**src/pkg/raa_pkg.sv**
```systemverilog
// Package for the radio alarm aggregator: register map, field layout,
// reset values, timing constants and carrier structs.
// Assumes a 20 MHz system clock and a word-aligned Avalon-MM slave.
package raa_pkg;

  // Clock and hold timing
  localparam int unsigned CLK_HZ = 20_000_000;
  localparam int unsigned HOLD_TIME_MS = 1000;
  localparam int unsigned HOLD_CYC = (CLK_HZ / 1000) * HOLD_TIME_MS;
  localparam int unsigned HOLD_W = 25;

  // Low-rate loss qualification, in bit intervals
  localparam logic [7:0] LR_LOSS_BITS = 8'hAF;

  // Register byte offsets
  localparam logic [3:0] OFS_CTRL = 4'h0;
  localparam logic [3:0] OFS_STATUS = 4'h4;
  localparam logic [3:0] OFS_EVENT = 4'h8;
  localparam logic [3:0] OFS_MASK = 4'hC;

  // Control register bit positions
  localparam int unsigned CTL_DIS_HR = 0;
  localparam int unsigned CTL_DIS_LR = 1;
  localparam int unsigned CTL_DIS_AIS = 2;
  localparam int unsigned CTL_W = 3;

  // Alarm channel positions in status, event and mask
  localparam int unsigned CH_HR = 0;
  localparam int unsigned CH_LR = 1;
  localparam int unsigned CH_BER = 2;
  localparam int unsigned CH_AIS = 3;
  localparam int unsigned CH_FAN = 4;
  localparam int unsigned CH_FAR = 5;
  localparam int unsigned CH_SUM = 6;
  localparam int unsigned CH_OOS = 7;
  localparam int unsigned NCH = 8;

  // Reset values
  localparam logic [CTL_W-1:0] CTRL_RST = 3'h0;
  localparam logic [NCH-1:0] MASK_RST = 8'h00;
  localparam logic [31:0] RDATA_RST = 32'h0000_0000;

  // Raw alarm conditions from the radio
  typedef struct packed {
    logic hr_loss;
    logic lr_below;
    logic lr_bit_tick;
    logic ber_degraded;
    logic ber_excessive;
    logic rx_sync_lost;
    logic radio_fail;
    logic [1:0] fan_fail;
    logic far_end_alarm;
    logic loopback_en;
  } raa_cond_t;

  // Active-low individual alarm outputs
  typedef struct packed {
    logic high_rate_input_loss_n;
    logic low_rate_input_loss_n;
    logic ber_n;
    logic indication_signal_insert_alarm_n;
    logic fan_n;
    logic far_end_n;
  } raa_ind_t;

  localparam raa_ind_t IND_RST = 6'h3F;

  // Avalon-MM slave request and answer
  typedef struct packed {
    logic [3:0] address;
    logic read;
    logic write;
    logic [31:0] writedata;
    logic [3:0] byteenable;
  } raa_avs_req_t;

  typedef struct packed {
    logic [31:0] readdata;
    logic waitrequest;
  } raa_avs_rsp_t;

  // Hold stretcher state
  typedef struct packed {
    logic [HOLD_W-1:0] cnt;
    logic act;
  } raa_hold_st_t;

  // Top-level state
  typedef struct packed {
    raa_cond_t s1;
    raa_cond_t s2;
    logic [7:0] lr_cnt;
    logic [NCH-1:0] held_d;
    logic [CTL_W-1:0] ctrl;
    logic [NCH-1:0] evt;
    logic [NCH-1:0] mask;
    raa_ind_t alm_n;
    logic sum_relay;
    logic oos_relay;
    logic ais_far;
    logic ais_ins;
    logic irq;
    raa_avs_rsp_t rsp;
  } raa_st_t;

endpackage : raa_pkg

```
**src/rtl/raa_hold.sv**
```systemverilog
// Minimum-hold stretcher for one alarm channel.
// Assumes a condition already synchronous to clk.
`timescale 1ns/1ps
`default_nettype none

module raa_hold #(
  parameter int unsigned HOLD_CYCLES = raa_pkg::HOLD_CYC
) (
  input wire logic clk,
  input wire logic srst,
  input wire logic cond,
  output logic act
);
  import raa_pkg::*;

  localparam logic [HOLD_W-1:0] RELOAD = HOLD_W'(HOLD_CYCLES - 1);

  raa_hold_st_t st_r;
  raa_hold_st_t st_nxt;

  always_comb begin
    st_nxt = st_r;
    if (cond) begin
      // Reload while the condition stands: the hold counts from its end
      st_nxt.cnt = RELOAD;
      st_nxt.act = 1'b1;
    end else if (st_r.cnt != '0) begin
      st_nxt.cnt = st_r.cnt - HOLD_W'(1);
      st_nxt.act = 1'b1;
    end else begin
      st_nxt.act = 1'b0;
    end
  end

  always_ff @(posedge clk) begin
    if (srst) begin
      st_r <= '0;
    end else begin
      st_r <= st_nxt;
    end
  end

  assign act = st_r.act;

endmodule : raa_hold

`default_nettype wire

```
**src/rtl/raa_top.sv**
```systemverilog
// Alarm gathering for a point-to-point radio terminal: individual
// active-low alarm outputs, two summary relay drives, AIS controls,
// and an Avalon-MM register slave with a level interrupt.
// Assumes condition inputs synchronous to clk; relay drivers outside.
//
// Register access over Avalon-MM and the register offsets were decided locally.
`timescale 1ns/1ps
`default_nettype none

// What this block does
// Individual alarm outputs are low in alarm
// Summary relay: any near-end alarm or loopback
// Out-of-service relay: sync loss, radio fail, loopback
// High-rate input loss alarm, switch disableable
// Low-rate loss after 175 bits, clears immediately
// Send AIS far while low-rate loss; disableable
// Error-rate alarm above degradation threshold
// AIS alarm on high errors or sync loss
// Fan alarm when either fan stops
// Far-end alarm follows far radio status
// Relay drives energise contacts when in alarm
// Alarms hold one second minimum
// Synchronise inputs; one hold counter per alarm channel, AIS outputs share the LR and AIS counters
module raa_top #(
  parameter int unsigned HOLD_CYCLES = raa_pkg::HOLD_CYC
) (
  input wire logic clk,
  input wire logic srst,
  input wire raa_pkg::raa_avs_req_t avs_req,
  output raa_pkg::raa_avs_rsp_t avs_rsp,
  input wire raa_pkg::raa_cond_t cond_in,
  output raa_pkg::raa_ind_t alarm_n,
  output logic summary_relay,
  output logic oos_relay,
  output logic ais_to_far,
  output logic ais_insert_local,
  output logic irq
);
  import raa_pkg::*;

  ////////////////////////////////////////////////////////////////////////
  // State

  raa_st_t st_r;
  raa_st_t st_nxt;

  logic [NCH-1:0] raw;
  logic [NCH-1:0] held;
  logic lr_loss_raw;

  ////////////////////////////////////////////////////////////////////////
  // Raw alarm conditions, from the second synchroniser stage only

  always_comb begin
    lr_loss_raw = st_r.s2.lr_below && (st_r.lr_cnt >= LR_LOSS_BITS);
    raw = '0;
    raw[CH_HR] = st_r.s2.hr_loss && !st_r.ctrl[CTL_DIS_HR];
    raw[CH_LR] = lr_loss_raw && !st_r.ctrl[CTL_DIS_LR];
    raw[CH_BER] = st_r.s2.ber_degraded;
    raw[CH_AIS] = (st_r.s2.ber_excessive || st_r.s2.rx_sync_lost)
                  && !st_r.ctrl[CTL_DIS_AIS];
    raw[CH_FAN] = |st_r.s2.fan_fail;
    raw[CH_FAR] = st_r.s2.far_end_alarm;
    // Front panel set: every near-end alarm plus sync, radio fail and loopback
    raw[CH_SUM] = raw[CH_HR] || raw[CH_LR] || raw[CH_BER]
                  || raw[CH_AIS] || raw[CH_FAN]
                  || st_r.s2.rx_sync_lost || st_r.s2.radio_fail
                  || st_r.s2.loopback_en;
    raw[CH_OOS] = st_r.s2.rx_sync_lost || st_r.s2.radio_fail
                  || st_r.s2.loopback_en;
  end

  ////////////////////////////////////////////////////////////////////////
  // One hold stretcher per alarm output

  genvar gi;
  generate
    for (gi = 0; gi < NCH; gi++) begin : g_hold
      raa_hold #(
        .HOLD_CYCLES(HOLD_CYCLES)
      ) u_hold (
        .clk(clk),
        .srst(srst),
        .cond(raw[gi]),
        .act(held[gi])
      );
    end
  endgenerate

  ////////////////////////////////////////////////////////////////////////
  // Next state

  logic acc;
  logic wr_ok;
  logic [NCH-1:0] rise;
  logic [NCH-1:0] clr;
  logic [NCH-1:0] evt_n;
  logic [31:0] rd;

  always_comb begin
    st_nxt = st_r;

    // Two-flop synchroniser; first stage feeds only the second
    st_nxt.s1 = cond_in;
    st_nxt.s2 = st_r.s1;

    // Consecutive below-threshold bit intervals, saturating
    if (!st_r.s2.lr_below) begin
      st_nxt.lr_cnt = 8'h00;
    end else if (st_r.s2.lr_bit_tick && st_r.lr_cnt < LR_LOSS_BITS) begin
      st_nxt.lr_cnt = st_r.lr_cnt + 8'h01;
    end

    // Outputs registered from held alarms
    st_nxt.alm_n.high_rate_input_loss_n = !held[CH_HR];
    st_nxt.alm_n.low_rate_input_loss_n = !held[CH_LR];
    st_nxt.alm_n.ber_n = !held[CH_BER];
    st_nxt.alm_n.indication_signal_insert_alarm_n = !held[CH_AIS];
    st_nxt.alm_n.fan_n = !held[CH_FAN];
    st_nxt.alm_n.far_end_n = !held[CH_FAR];
    // High energises the relay: NO closes, NC opens
    st_nxt.sum_relay = held[CH_SUM];
    st_nxt.oos_relay = held[CH_OOS];
    st_nxt.ais_far = held[CH_LR];
    st_nxt.ais_ins = held[CH_AIS];

    // Events: rising edge of each held alarm
    st_nxt.held_d = held;
    rise = held & ~st_r.held_d;

    // Avalon-MM: one wait cycle, then the answer
    acc = avs_req.read || avs_req.write;
    wr_ok = avs_req.write && !st_r.rsp.waitrequest
            && avs_req.byteenable[0];
    st_nxt.rsp.waitrequest = !(acc && st_r.rsp.waitrequest);

    rd = 32'h0000_0000;
    case (avs_req.address)
      OFS_CTRL: rd[CTL_W-1:0] = st_r.ctrl;
      OFS_STATUS: rd[NCH-1:0] = held;
      OFS_EVENT: rd[NCH-1:0] = st_r.evt;
      OFS_MASK: rd[NCH-1:0] = st_r.mask;
      default: rd = 32'h0000_0000;
    endcase
    if (avs_req.read && st_r.rsp.waitrequest) begin
      st_nxt.rsp.readdata = rd;
    end

    clr = '0;
    if (wr_ok) begin
      case (avs_req.address)
        OFS_CTRL: st_nxt.ctrl = avs_req.writedata[CTL_W-1:0];
        OFS_EVENT: clr = avs_req.writedata[NCH-1:0];
        OFS_MASK: st_nxt.mask = avs_req.writedata[NCH-1:0];
        default: clr = '0;
      endcase
    end

    // Set beats a simultaneous write-one clear
    evt_n = (st_r.evt & ~clr) | rise;
    st_nxt.evt = evt_n;
    st_nxt.irq = |(evt_n & st_nxt.mask);
  end

  ////////////////////////////////////////////////////////////////////////
  // Registers

  always_ff @(posedge clk) begin
    if (srst) begin
      st_r <= '0;
      st_r.ctrl <= CTRL_RST;
      st_r.mask <= MASK_RST;
      st_r.alm_n <= IND_RST;
      st_r.rsp.waitrequest <= 1'b1;
      st_r.rsp.readdata <= RDATA_RST;
    end else begin
      st_r <= st_nxt;
    end
  end

  ////////////////////////////////////////////////////////////////////////
  // Outputs, each straight from a flip-flop

  assign avs_rsp = st_r.rsp;
  assign alarm_n = st_r.alm_n;
  assign summary_relay = st_r.sum_relay;
  assign oos_relay = st_r.oos_relay;
  assign ais_to_far = st_r.ais_far;
  assign ais_insert_local = st_r.ais_ins;
  assign irq = st_r.irq;

endmodule : raa_top

`default_nettype wire

```
**config.mk**
```make
export PLATFORM = sky130hd
export DESIGN_NAME = raa_top
export DESIGN_NICKNAME = d
export VERILOG_FILES = /design/src/pkg/raa_pkg.sv /design/src/rtl/raa_hold.sv /design/src/rtl/raa_top.sv
export SDC_FILE = /design/constraint.sdc
export NUM_CORES = 1
export LEC_CHECK = 0
export BUFFER_PORTS_ARGS = -buffer_cell sky130_fd_sc_hd__clkbuf_2
export CAP_MARGIN = 20
export CORE_ASPECT_RATIO = 1.75
export CORE_MARGIN = 1
export CORE_UTILIZATION = 60
export DETAILED_ROUTE_END_ITERATION = 10
export GPL_TIMING_DRIVEN = 1
export PLACE_DENSITY = 0.78
export SKIP_CTS_REPAIR_TIMING = 1
export SYNTH_ARGS = -nofsm -noshare
export SYNTH_HDL_FRONTEND = slang
export SYNTH_SLANG_ARGS = --single-unit
```
**constraint.sdc**
```tcl
create_clock -name clk -period 3.57 [get_ports clk]
set_input_delay 0.1785 -clock clk [delete_from_list [all_inputs] [get_ports clk]]
set_output_delay 0.1785 -clock clk [all_outputs]
set_load 0.005 [all_outputs]
```
Word level (Yosys, flattened, before mapping)
Cells that the tools add are included.
{"block": "totals", "reg_bits": 285, "inputBits": 55, "output_inout_bits": 44, "wordCells": 173}
{"block": "classes", "addsub": 9, "magnitude_cmp": 2, "eq_ne": 3, "mux": 30, "bitwise_logic": 7, "n_reduce_logical": 60}
{"cell": "2-to-1 mux 26 bit", "count": 8}
{"cell": "2-to-1 mux 25 bit", "count": 8}
{"cell": "nonzero test 25 bit", "count": 8}
{"cell": "subtractor 25 x 1 -> 25 bit (second input constant)", "count": 8}
{"cell": "2-to-1 mux 8 bit", "count": 4}
{"cell": "bitwise AND 8 bit", "count": 3}
{"cell": "OR reduction 2 bit", "count": 9}
{"cell": "NOT 8 bit", "count": 2}
{"cell": "nonzero test 2 bit", "count": 8}
{"cell": "one-hot mux 5 bit (3 select lines)", "count": 1}
{"cell": "one-hot mux 3 bit (4 select lines)", "count": 1}
{"cell": "zero test 1 bit", "count": 11}
{"cell": "logical OR 1 bit", "count": 11}
{"cell": "logical AND 1 bit", "count": 9}
{"cell": "adder 8 x 1 -> 8 bit (second input constant)", "count": 1}
{"cell": "equality test 4 bit (second input constant)", "count": 2}
{"cell": ">= comparator 8 bit (second input constant)", "count": 1}
{"cell": "< comparator 8 bit (second input constant)", "count": 1}
{"cell": "2-to-1 mux 1 bit", "count": 8}
{"cell": "OR 8 bit", "count": 1}
{"cell": "OR reduction 8 bit", "count": 1}
{"cell": "equality test 4 x 3 -> 1 bit (second input constant)", "count": 1}
{"cell": "zero test 4 bit", "count": 1}
{"cell": "OR reduction 3 bit", "count": 1}
{"cell": "2 further kinds", "count": 2}

Longest topological paths before layout
Gate-level depths: netlist (run 1).
{"block": "logic_depth", "ltp_word": 11, "ltp_mapped": 10, "depth_no_buf": 7}

Cells and area by module
A second synthesis (run 1) with hierarchy kept.
{"block": "unflattened", "hier_cells": 1577, "hier_area_um2": 13968.4}
{"mod": "raa_hold", "instances": 8, "cells_per_inst": 160, "area_each_um2": 1377.6, "seq_area_each_um2": 520.5}
{"mod": "raa_top", "instances": 1, "cells_per_inst": 297, "area_each_um2": 2947.8, "seq_area_each_um2": 1461.4}

Worst setup path after synthesis (run 1)
No wires, ideal clock.
{"block": "synth_timing", "kind": "reg-to-reg", "from": "register g_hold[1].u_hold.st_r[1] (netlist name)", "to": "register g_hold[1].u_hold.st_r[2] (netlist name)", "setup_ps": 70, "t_arrival_ps": 2399, "required_ps": 3500, "path_slack_ps": 1101, "path_stages_with_launch": 11, "n_path_buf": 3, "period_less_slack_ps": 2469, "path_cell_list": "dfxtp_1 > inv_1 > ha_1 > or3b_1 > clkbuf_1 > or2_2 > clkbuf_1 > nor4_1 > buf_2 > mux2_1 > a21oi_1"}
{"block": "synth_between", "elab_chain_len": 3, "word_cells_on_any_way": 5, "cone_classes": "1 x add/sub; 2 x mux; 2 x reduce/logical"}
{"item": "start, declared", "line": "raa_hold.sv:18", "text": "raa_hold_st_t st_r;"}
{"item": "start signal, assigned", "line": "raa_hold.sv:39", "text": "st_r <= st_nxt;"}
{"item": "subtractor 25 x 1 -> 25 bit", "line": "raa_hold.sv:28", "text": "st_nxt.cnt = st_r.cnt - HOLD_W'(1);"}
{"item": "2-to-1 mux 25 bit", "line": "raa_hold.sv:27", "text": "end else if (st_r.cnt != '0) begin"}
{"item": "2-to-1 mux 26 bit", "line": "raa_hold.sv:23", "text": "if (cond) begin"}
Several ways; a longest one is shown, not always the timed one. The select of a mux whose other input is x is not followed.
A chain may end at the register's enable or synchronous reset.

Worst setup path after layout (run 1)
{"block": "layout_timing", "from": "register g_hold[7].u_hold.st_r[4] (netlist name)", "to": "register g_hold[7].u_hold.st_r[24] (netlist name)"}
{"block": "layout_between", "elab_chain_len": 1, "word_cells_on_any_way": 2, "cone_classes": "1 x add/sub; 1 x reduce/logical"}
{"item": "start, declared", "line": "raa_hold.sv:18"}
{"item": "start signal, assigned", "line": "raa_hold.sv:39"}
{"item": "subtractor 25 x 1 -> 25 bit / nonzero test 25 bit (equally long branches)", "line": "raa_hold.sv:28, raa_hold.sv:27"}
Several ways; a longest one is shown, not always the timed one.

==> results.md, run 1 <==
- Clock buffer count from CTS: 26
- DIE AREA: 0.0220 mm^2
- Final core occ: between 60% and 70%
- CTS root buffer: clkbuf_16
- Avg Inst Size Synth: 8.89 um^2
- Top cells by area, synth: dfxtp_1 44%, a21oi_1 5.3%, or3_1 3.6%
- Worst Setup End Kind: flop
- Core area: 0.0209 mm^2
- Worst EP arrival: 3.32 ns
- Global-route wire length before repair: roughly 47000 um
- Io pins: roughly 100
- Largest net degree at the start of global routing: 79
- Critical Path RT: 4.01 ns
- Min Hold Slack: around 0.048 ns
- Critical Path Source Type: flop
- Min-delay worst type: primary input to flop
- FP Rows: 70
- VDD IR max: 0.458 mV
- Synth top area share: 43.9%
- Clk_lat worst skew: 0.54 ns
- PwrDens: 748 mW/mm^2
- Antenna cells: 0
- Number of global-route vias before repair: a little over 10000
- Vias/cell: 6.27
- WL final: 28100 um
- Tightest Pin Transition: 0.876 ns
- Initial antenna violation count: 0
- Die Ht: 195 um
- Final HPWL DP: around 19000 um
- DR DRC count: 0
- Async SR Flop Fraction: 0%
- Register bit count reported by yosys: 281
- Library cells used by synthesis: 71
- Critical path origin: g_hold[7].u_hold.st_r[4]
- GPL Wtd Cong: just over 0.8
- Layout cells sized above 1: 9.95%
- Min Tclk post-route: roughly 2.9 ns
- GR Overflow Total: 0
- Via count: 10974
- Tot GR Track Use: between 20% and 30%
- Final clock skew: 0.00879 ns
- Leading cell types by count after synthesis: 281 x dfxtp_1, 136 x a21oi_1, 110 x nor2_1
- RSZ-0062 raised after global routing: no
- Chip width: 112 um
- Fmax: around 0.35 GHz
- Number of hold violations in the final report: 0
- Routed Antenna Nets: 0
- Post-route clock period utilization: 80.9%
- Input/output buffers: 47
- CTS tree: built
- P&R area growth vs syn: 10.1%
- Crit Path Max Fanout: 14
- Leading area contributor after synthesis: dfxtp_1
- Setup TNS: 0 ns
- Clk pin slew, worst setup/hold paths: 0.06 ns
- Drt first pass iters: 5
- WL/cell: 16.1 um
- Worst rel slew slack: 41.1%
- Gate Count Post-Synth: around 1400
- Final setup fails: 0
- 1st-iter DRT viols: 528
- Max Slew Vio Count: 0
- # clock sinks: 281
- Total power draw: 10.6 mW
- Most common cell in the netlist: dfxtp_1
- Status: finished clean
- Post-layout net count: approximately 1500
- Synthesized cell area: ~0.013 mm^2
- Post-DP Area: roughly 0.013 mm^2
- YS warnings: 0
- Hold_sp: srst
- H-tree depth: 1
- Clock Tree Buf Depth: 3
- Leak Pwr: 5.26 nW
- Initial Util: 61.2%
- Max Cap Viol: 0
- Post-synthesis sequential area ratio: 43.9%
- Setup CP Type: flop to flop
- Design area: 0.0141 mm^2
- Reg-to-Reg Start: g_hold[7].u_hold.st_r[4]
- Post-synth EDFFs: 0
- Prevailing post-synth register cell: dfxtp_1
==> stage by stage <==
stage | instances | worst slack [ns]
2_1_floorplan | 1464 | 1.10
6_report | 1749 | 0.683
5_1_grt | 1749 | 0.431
3_3_place_gp | 1682 | 0.907
3_5_place_dp | 1682 | 0.791
4_1_cts | 1728 | 0.749
==> layout by cell type, fill, tap and decap left out, types with 24 or more instances in the layout <==
cell type,instances
a21oi_1,136
a31oi_1,50
clkbuf_16,26
clkbuf_2,46
conb_1,24
dfxtp_1,281
inv_1,37
nand2_1,52
nor2_1,110
nor2b_1,35
nor3_1,42
nor4_1,36
o21ai_0,44
o31ai_1,42
or3_1,74
or4_1,55
xnor2_1,52
xor2_1,30
==> flip-flops by register name, summed over array words and instances (netlist names) <==
| signal | flops |
|---|---|
| alarm_n | 6 |
| avs_rsp | 9 |
| g_hold.u_hold.act | 8 |
| g_hold.u_hold.st_r | 200 |
| irq | 1 |
| raw | 2 |
| st_nxt | 11 |
| st_r | 44 |
==> cells by family after synthesis <==
family	Yosys count	synth area share (%)
and+or+nand+nor	526	23.3
AOI/OAI and AO/OA	377	18.5
DFF	281	43.9
buffers and inverters	138	5.23
xor gates and xnor gates	82	5.61
muxes	27	2.49
adders and majority gates	9	0.879
other	1	0.0293
==> where the power goes <==
part | internal (mW) | switching, mW
registers | 3.68 | 0.522
clock network | 1.49 | 1.17
logic | 1.51 | 2.18
total | 6.69 | 3.87
==> worst max-delay path: stages, from the launching register on <==
cell      delay [ns]
dfxtp_1         0.35
nor4_1          0.72
nand4b_1        0.68
o21ai_1         0.72
nor4_1          0.12
o21a_1          0.19
==> final cells by class <==
type                            instances  area [um^2]
Fill cell                            1653         6820
Sequential cell                       281         5630
Clock buffer                           40          773
Tap cell                              252          315
Inverter                               37          139
Multi-Input combinational cell       1045         6610
Clock inverter                          6         47.5
Timing Repair Buffer                   88          602
==> metal layers <==
layer	global-route usage (%)	vias to the layer above	part of all wire, %
li1	-	5384	-
met4	10.2	0	3.0
met3	2.73	70	3.6
met2	49.6	253	55
met5	0	-	0
met1	26.1	5267	38
==> path summary, 6_finish.rpt <==
path | slack, ns | end | cells past startpoint
min | 0.05 | st_nxt[82] | 2
max | 0.68 | g_hold[7].u_hold.st_r[24] | 5
max reg2reg | 0.68 | g_hold[7].u_hold.st_r[24] | 5
min reg2reg | 0.43 | raw[5] | 1
(Power assumes the default switching activity.)
==> inputs of run 2 (changes only) <==
--- a/config.mk
+++ b/config.mk
@@ -9,10 +9,10 @@
 export CAP_MARGIN = 20
 export CORE_ASPECT_RATIO = 1.75
 export CORE_MARGIN = 1
-export CORE_UTILIZATION = 60
+export CORE_UTILIZATION = 54
 export DETAILED_ROUTE_END_ITERATION = 10
 export GPL_TIMING_DRIVEN = 1
-export PLACE_DENSITY = 0.78
+export PLACE_DENSITY = 0.74
 export SKIP_CTS_REPAIR_TIMING = 1
 export SYNTH_ARGS = -nofsm -noshare
 export SYNTH_HDL_FRONTEND = slang
==> constraint.sdc (replaced) <==
create_clock -name clk -period 2.36 [get_ports clk]
set_input_delay 0.118 -clock clk [delete_from_list [all_inputs] [get_ports clk]]
set_output_delay 0.118 -clock clk [all_outputs]
set_load 0.005 [all_outputs]
==> run 2 against run 1 <==
Effect of this change: the run now ends with negative hold slack, negative setup slack left; sequential share of layout area down 2.6 points; register-to-register slack worse by 0.71 ns; flip-flop and latch count stayed put; highest routed layer unchanged.
==> results.md, run 2 (same netlist as run 1, synthesis figures left out) <==
- Final HPWL DP: 20200 um (+5.9%)
- Clock buffer count from CTS: 27 (+3.8%)
- Clock Tree Buf Depth: 3 (unchanged)
- P&R area growth vs syn: 18.0%
- PwrDens: 1180 mW/mm^2 (+57%)
- Final clock skew: 0.0262 ns (+0.0174 ns)
- Critical Path RT: 2.83 ns (-1.18 ns)
- Final Non-Filler Cells: 1884 (+7.7%)
- Layout cells sized above 1: 16.8% (+6.8 points)
- Number of hold violations in the final report: 1 (+1)
- H-tree depth: 1 (unchanged)
- Setup slack after layout: -0.0250 ns (-0.708 ns)
- Min Tclk post-route: 2.39 ns (-0.502 ns)
- Min Hold Slack: -0.000459 ns (-0.0480 ns)
- Fmax: 0.419 GHz (+21%)
- Core area: 0.0233 mm^2 (+11%)
- Crit Path Max Fanout: 3 (-11)
- Worst rel slew slack: 46.2% (+5.1 points)
- Leak Pwr: 5.77 nW (+9.7%)
- Commonest cells after routing, fill and taps aside: 278 x dfxtp_1, 136 x a21oi_1, 110 x nor2_1, 96 x buf_4, 69 x or3_1
- Chip width: 118 um (+5.3%)
- CTS root buffer: clkbuf_16
- Top reg by flops: g_hold.u_hold.st_r
- Clk_lat worst skew: 0.55 ns (about the same)
- Setup CP Type: flop to flop
- # clock sinks: 281 (unchanged)
- Max FFs per register: 200 (unchanged)
- Placed insts: 1809 (+7.6%)
- Number of cells on the worst reg-to-reg path: 5 (unchanged)
- Clk pin slew, worst setup/hold paths: 0.06 ns (about the same)
- DR DRC count: 0 (unchanged)
- Clock share of power: 26.7% (+1.5 points)
- Post-layout net count: 1624 (+5.2%)
- Worst Setup End Kind: flop
- Max Slew Vio Count: 0 (unchanged)
- Worst EP arrival: 2.86 ns (-0.46 ns)
- Number of global-route vias before repair: 10508 (+1.7%)
- Worst slack, placed: -0.0340 ns (-0.825 ns)
- GPL Wtd Cong: 0.832 (+1.0%)
- Routed Antenna Nets: 0 (unchanged)
- Critical Path Source Type: flop
- FP Rows: 74 (+5.7%)
- Via count: 11197 (+2.0%)
- Tightest Pin Transition: 0.800 ns (-0.0762 ns)
- Input/output buffers: 47 (unchanged)
- CTS tree: built
- Max Cap Viol: 0 (unchanged)
- Final setup fails: 2 (+2)
- GR Overflow Total: 0 (unchanged)
- Flop pwr share: 35.6% (-4.3 points)
- Post-route clock period utilization: 101% (+20 points)
- Most common cell after layout, fill and taps aside: dfxtp_1
- DIE AREA: 0.0244 mm^2 (+11%)
- Final core occ: 64.8% (-2.6 points)
- WL final: 29500 um (+4.8%)
- Initial antenna violation count: 1 (+1)
- Min-delay worst type: primary input to flop
- Initial Util: 54.9% (-6.3 points)
- Status: finished with violations
- Comb power frac: 37.7% (+2.7 points)
- Global-route wire length before repair: 47200 um (+1.3%)
- Vias/cell: 5.94 (-5.3%)
- Setup TNS: -0.0320 ns (-0.0320 ns)
- VDD IR max: 0.801 mV (+75%)
- Largest net degree at the start of global routing: 69 (-13%)
- Cell Int Power: 11.6 mW (+73%)
- Sw frac: 35.1% (-1.5 points)
- Cells on Worst Hold Path: 4 (+2)
- 1st-iter DRT viols: 445 (-16%)
- Tot GR Track Use: 22.9% (-2.1 points)
- Die Ht: 206 um (+5.4%)
- Io pins: 99 (unchanged)
- Drt first pass iters: 5 (unchanged)
- Net Sw Power: 6.25 mW (+62%)
- RSZ-0062 raised after global routing: yes
- WL/cell: 15.6 um (-2.7%)
- Failing checks: negative hold slack, negative setup slack
-- run 2: through the flow --
stage          total power [mW]  instance area (um^2)
2_1_floorplan              10.8                 12900
3_3_place_gp               12.6                 13700
3_5_place_dp               12.8                 13700
4_1_cts                    17.6                 14700
5_1_grt                    18.9                 15100
6_report                   17.8                 15100
-- run 2: routing by layer --
metal  part of all wire [%]  wire length (um)  vias up  GRT usage (%)
li1                       -                 -     5553              -
met1                     38             11300     5388           23.5
met2                     55             16300      193           46.1
met3                    3.0               871       63           2.80
met4                    3.2               937        0           9.18
met5                      0                 0        -              0
-- run 2: critical path, cell delays in order (launching register included) --
cell     delay (ns)
dfxtp_2        0.32
or4_4          0.53
or4_4          0.52
or4_1          0.49
or3_1          0.32
a21oi_1        0.13
-- run 2: power by group through the flow --
stage	Clock, mW	Sequential [mW]	Combinational [mW]
final	4.75	6.33	6.72
after global routing	5.02	6.46	7.41
after CTS	4.85	6.30	6.46
after detailed placement	0	6.38	6.39
after global placement	0	6.35	6.23
after floorplan	0	6.23	4.57
-- run 2: path summary, 6_finish.rpt --
| kind | from | to | slack [ns] |
|---|---|---|---|
| hold reg to reg | g_hold[0].u_hold.act | alarm_n[5] | 0.43 |
| hold / removal | avs_req[38] | avs_rsp[2] | -0.0005 |
| setup / recovery | g_hold[3].u_hold.st_r[6] | g_hold[3].u_hold.st_r[23] | -0.03 |
| setup reg to reg | g_hold[3].u_hold.st_r[6] | g_hold[3].u_hold.st_r[23] | -0.03 |
-- run 2: cell type report --
cell class	instances	area [um^2]
Sequential cell	281	5630
Fill cell	1960	8220
Tap cell	304	380
Clock buffer	32	734
Inverter	37	139
Multi-Input combinational cell	1045	6760
Timing Repair Buffer	168	1210
Antenna cell	1	2.50
Clock inverter	16	256
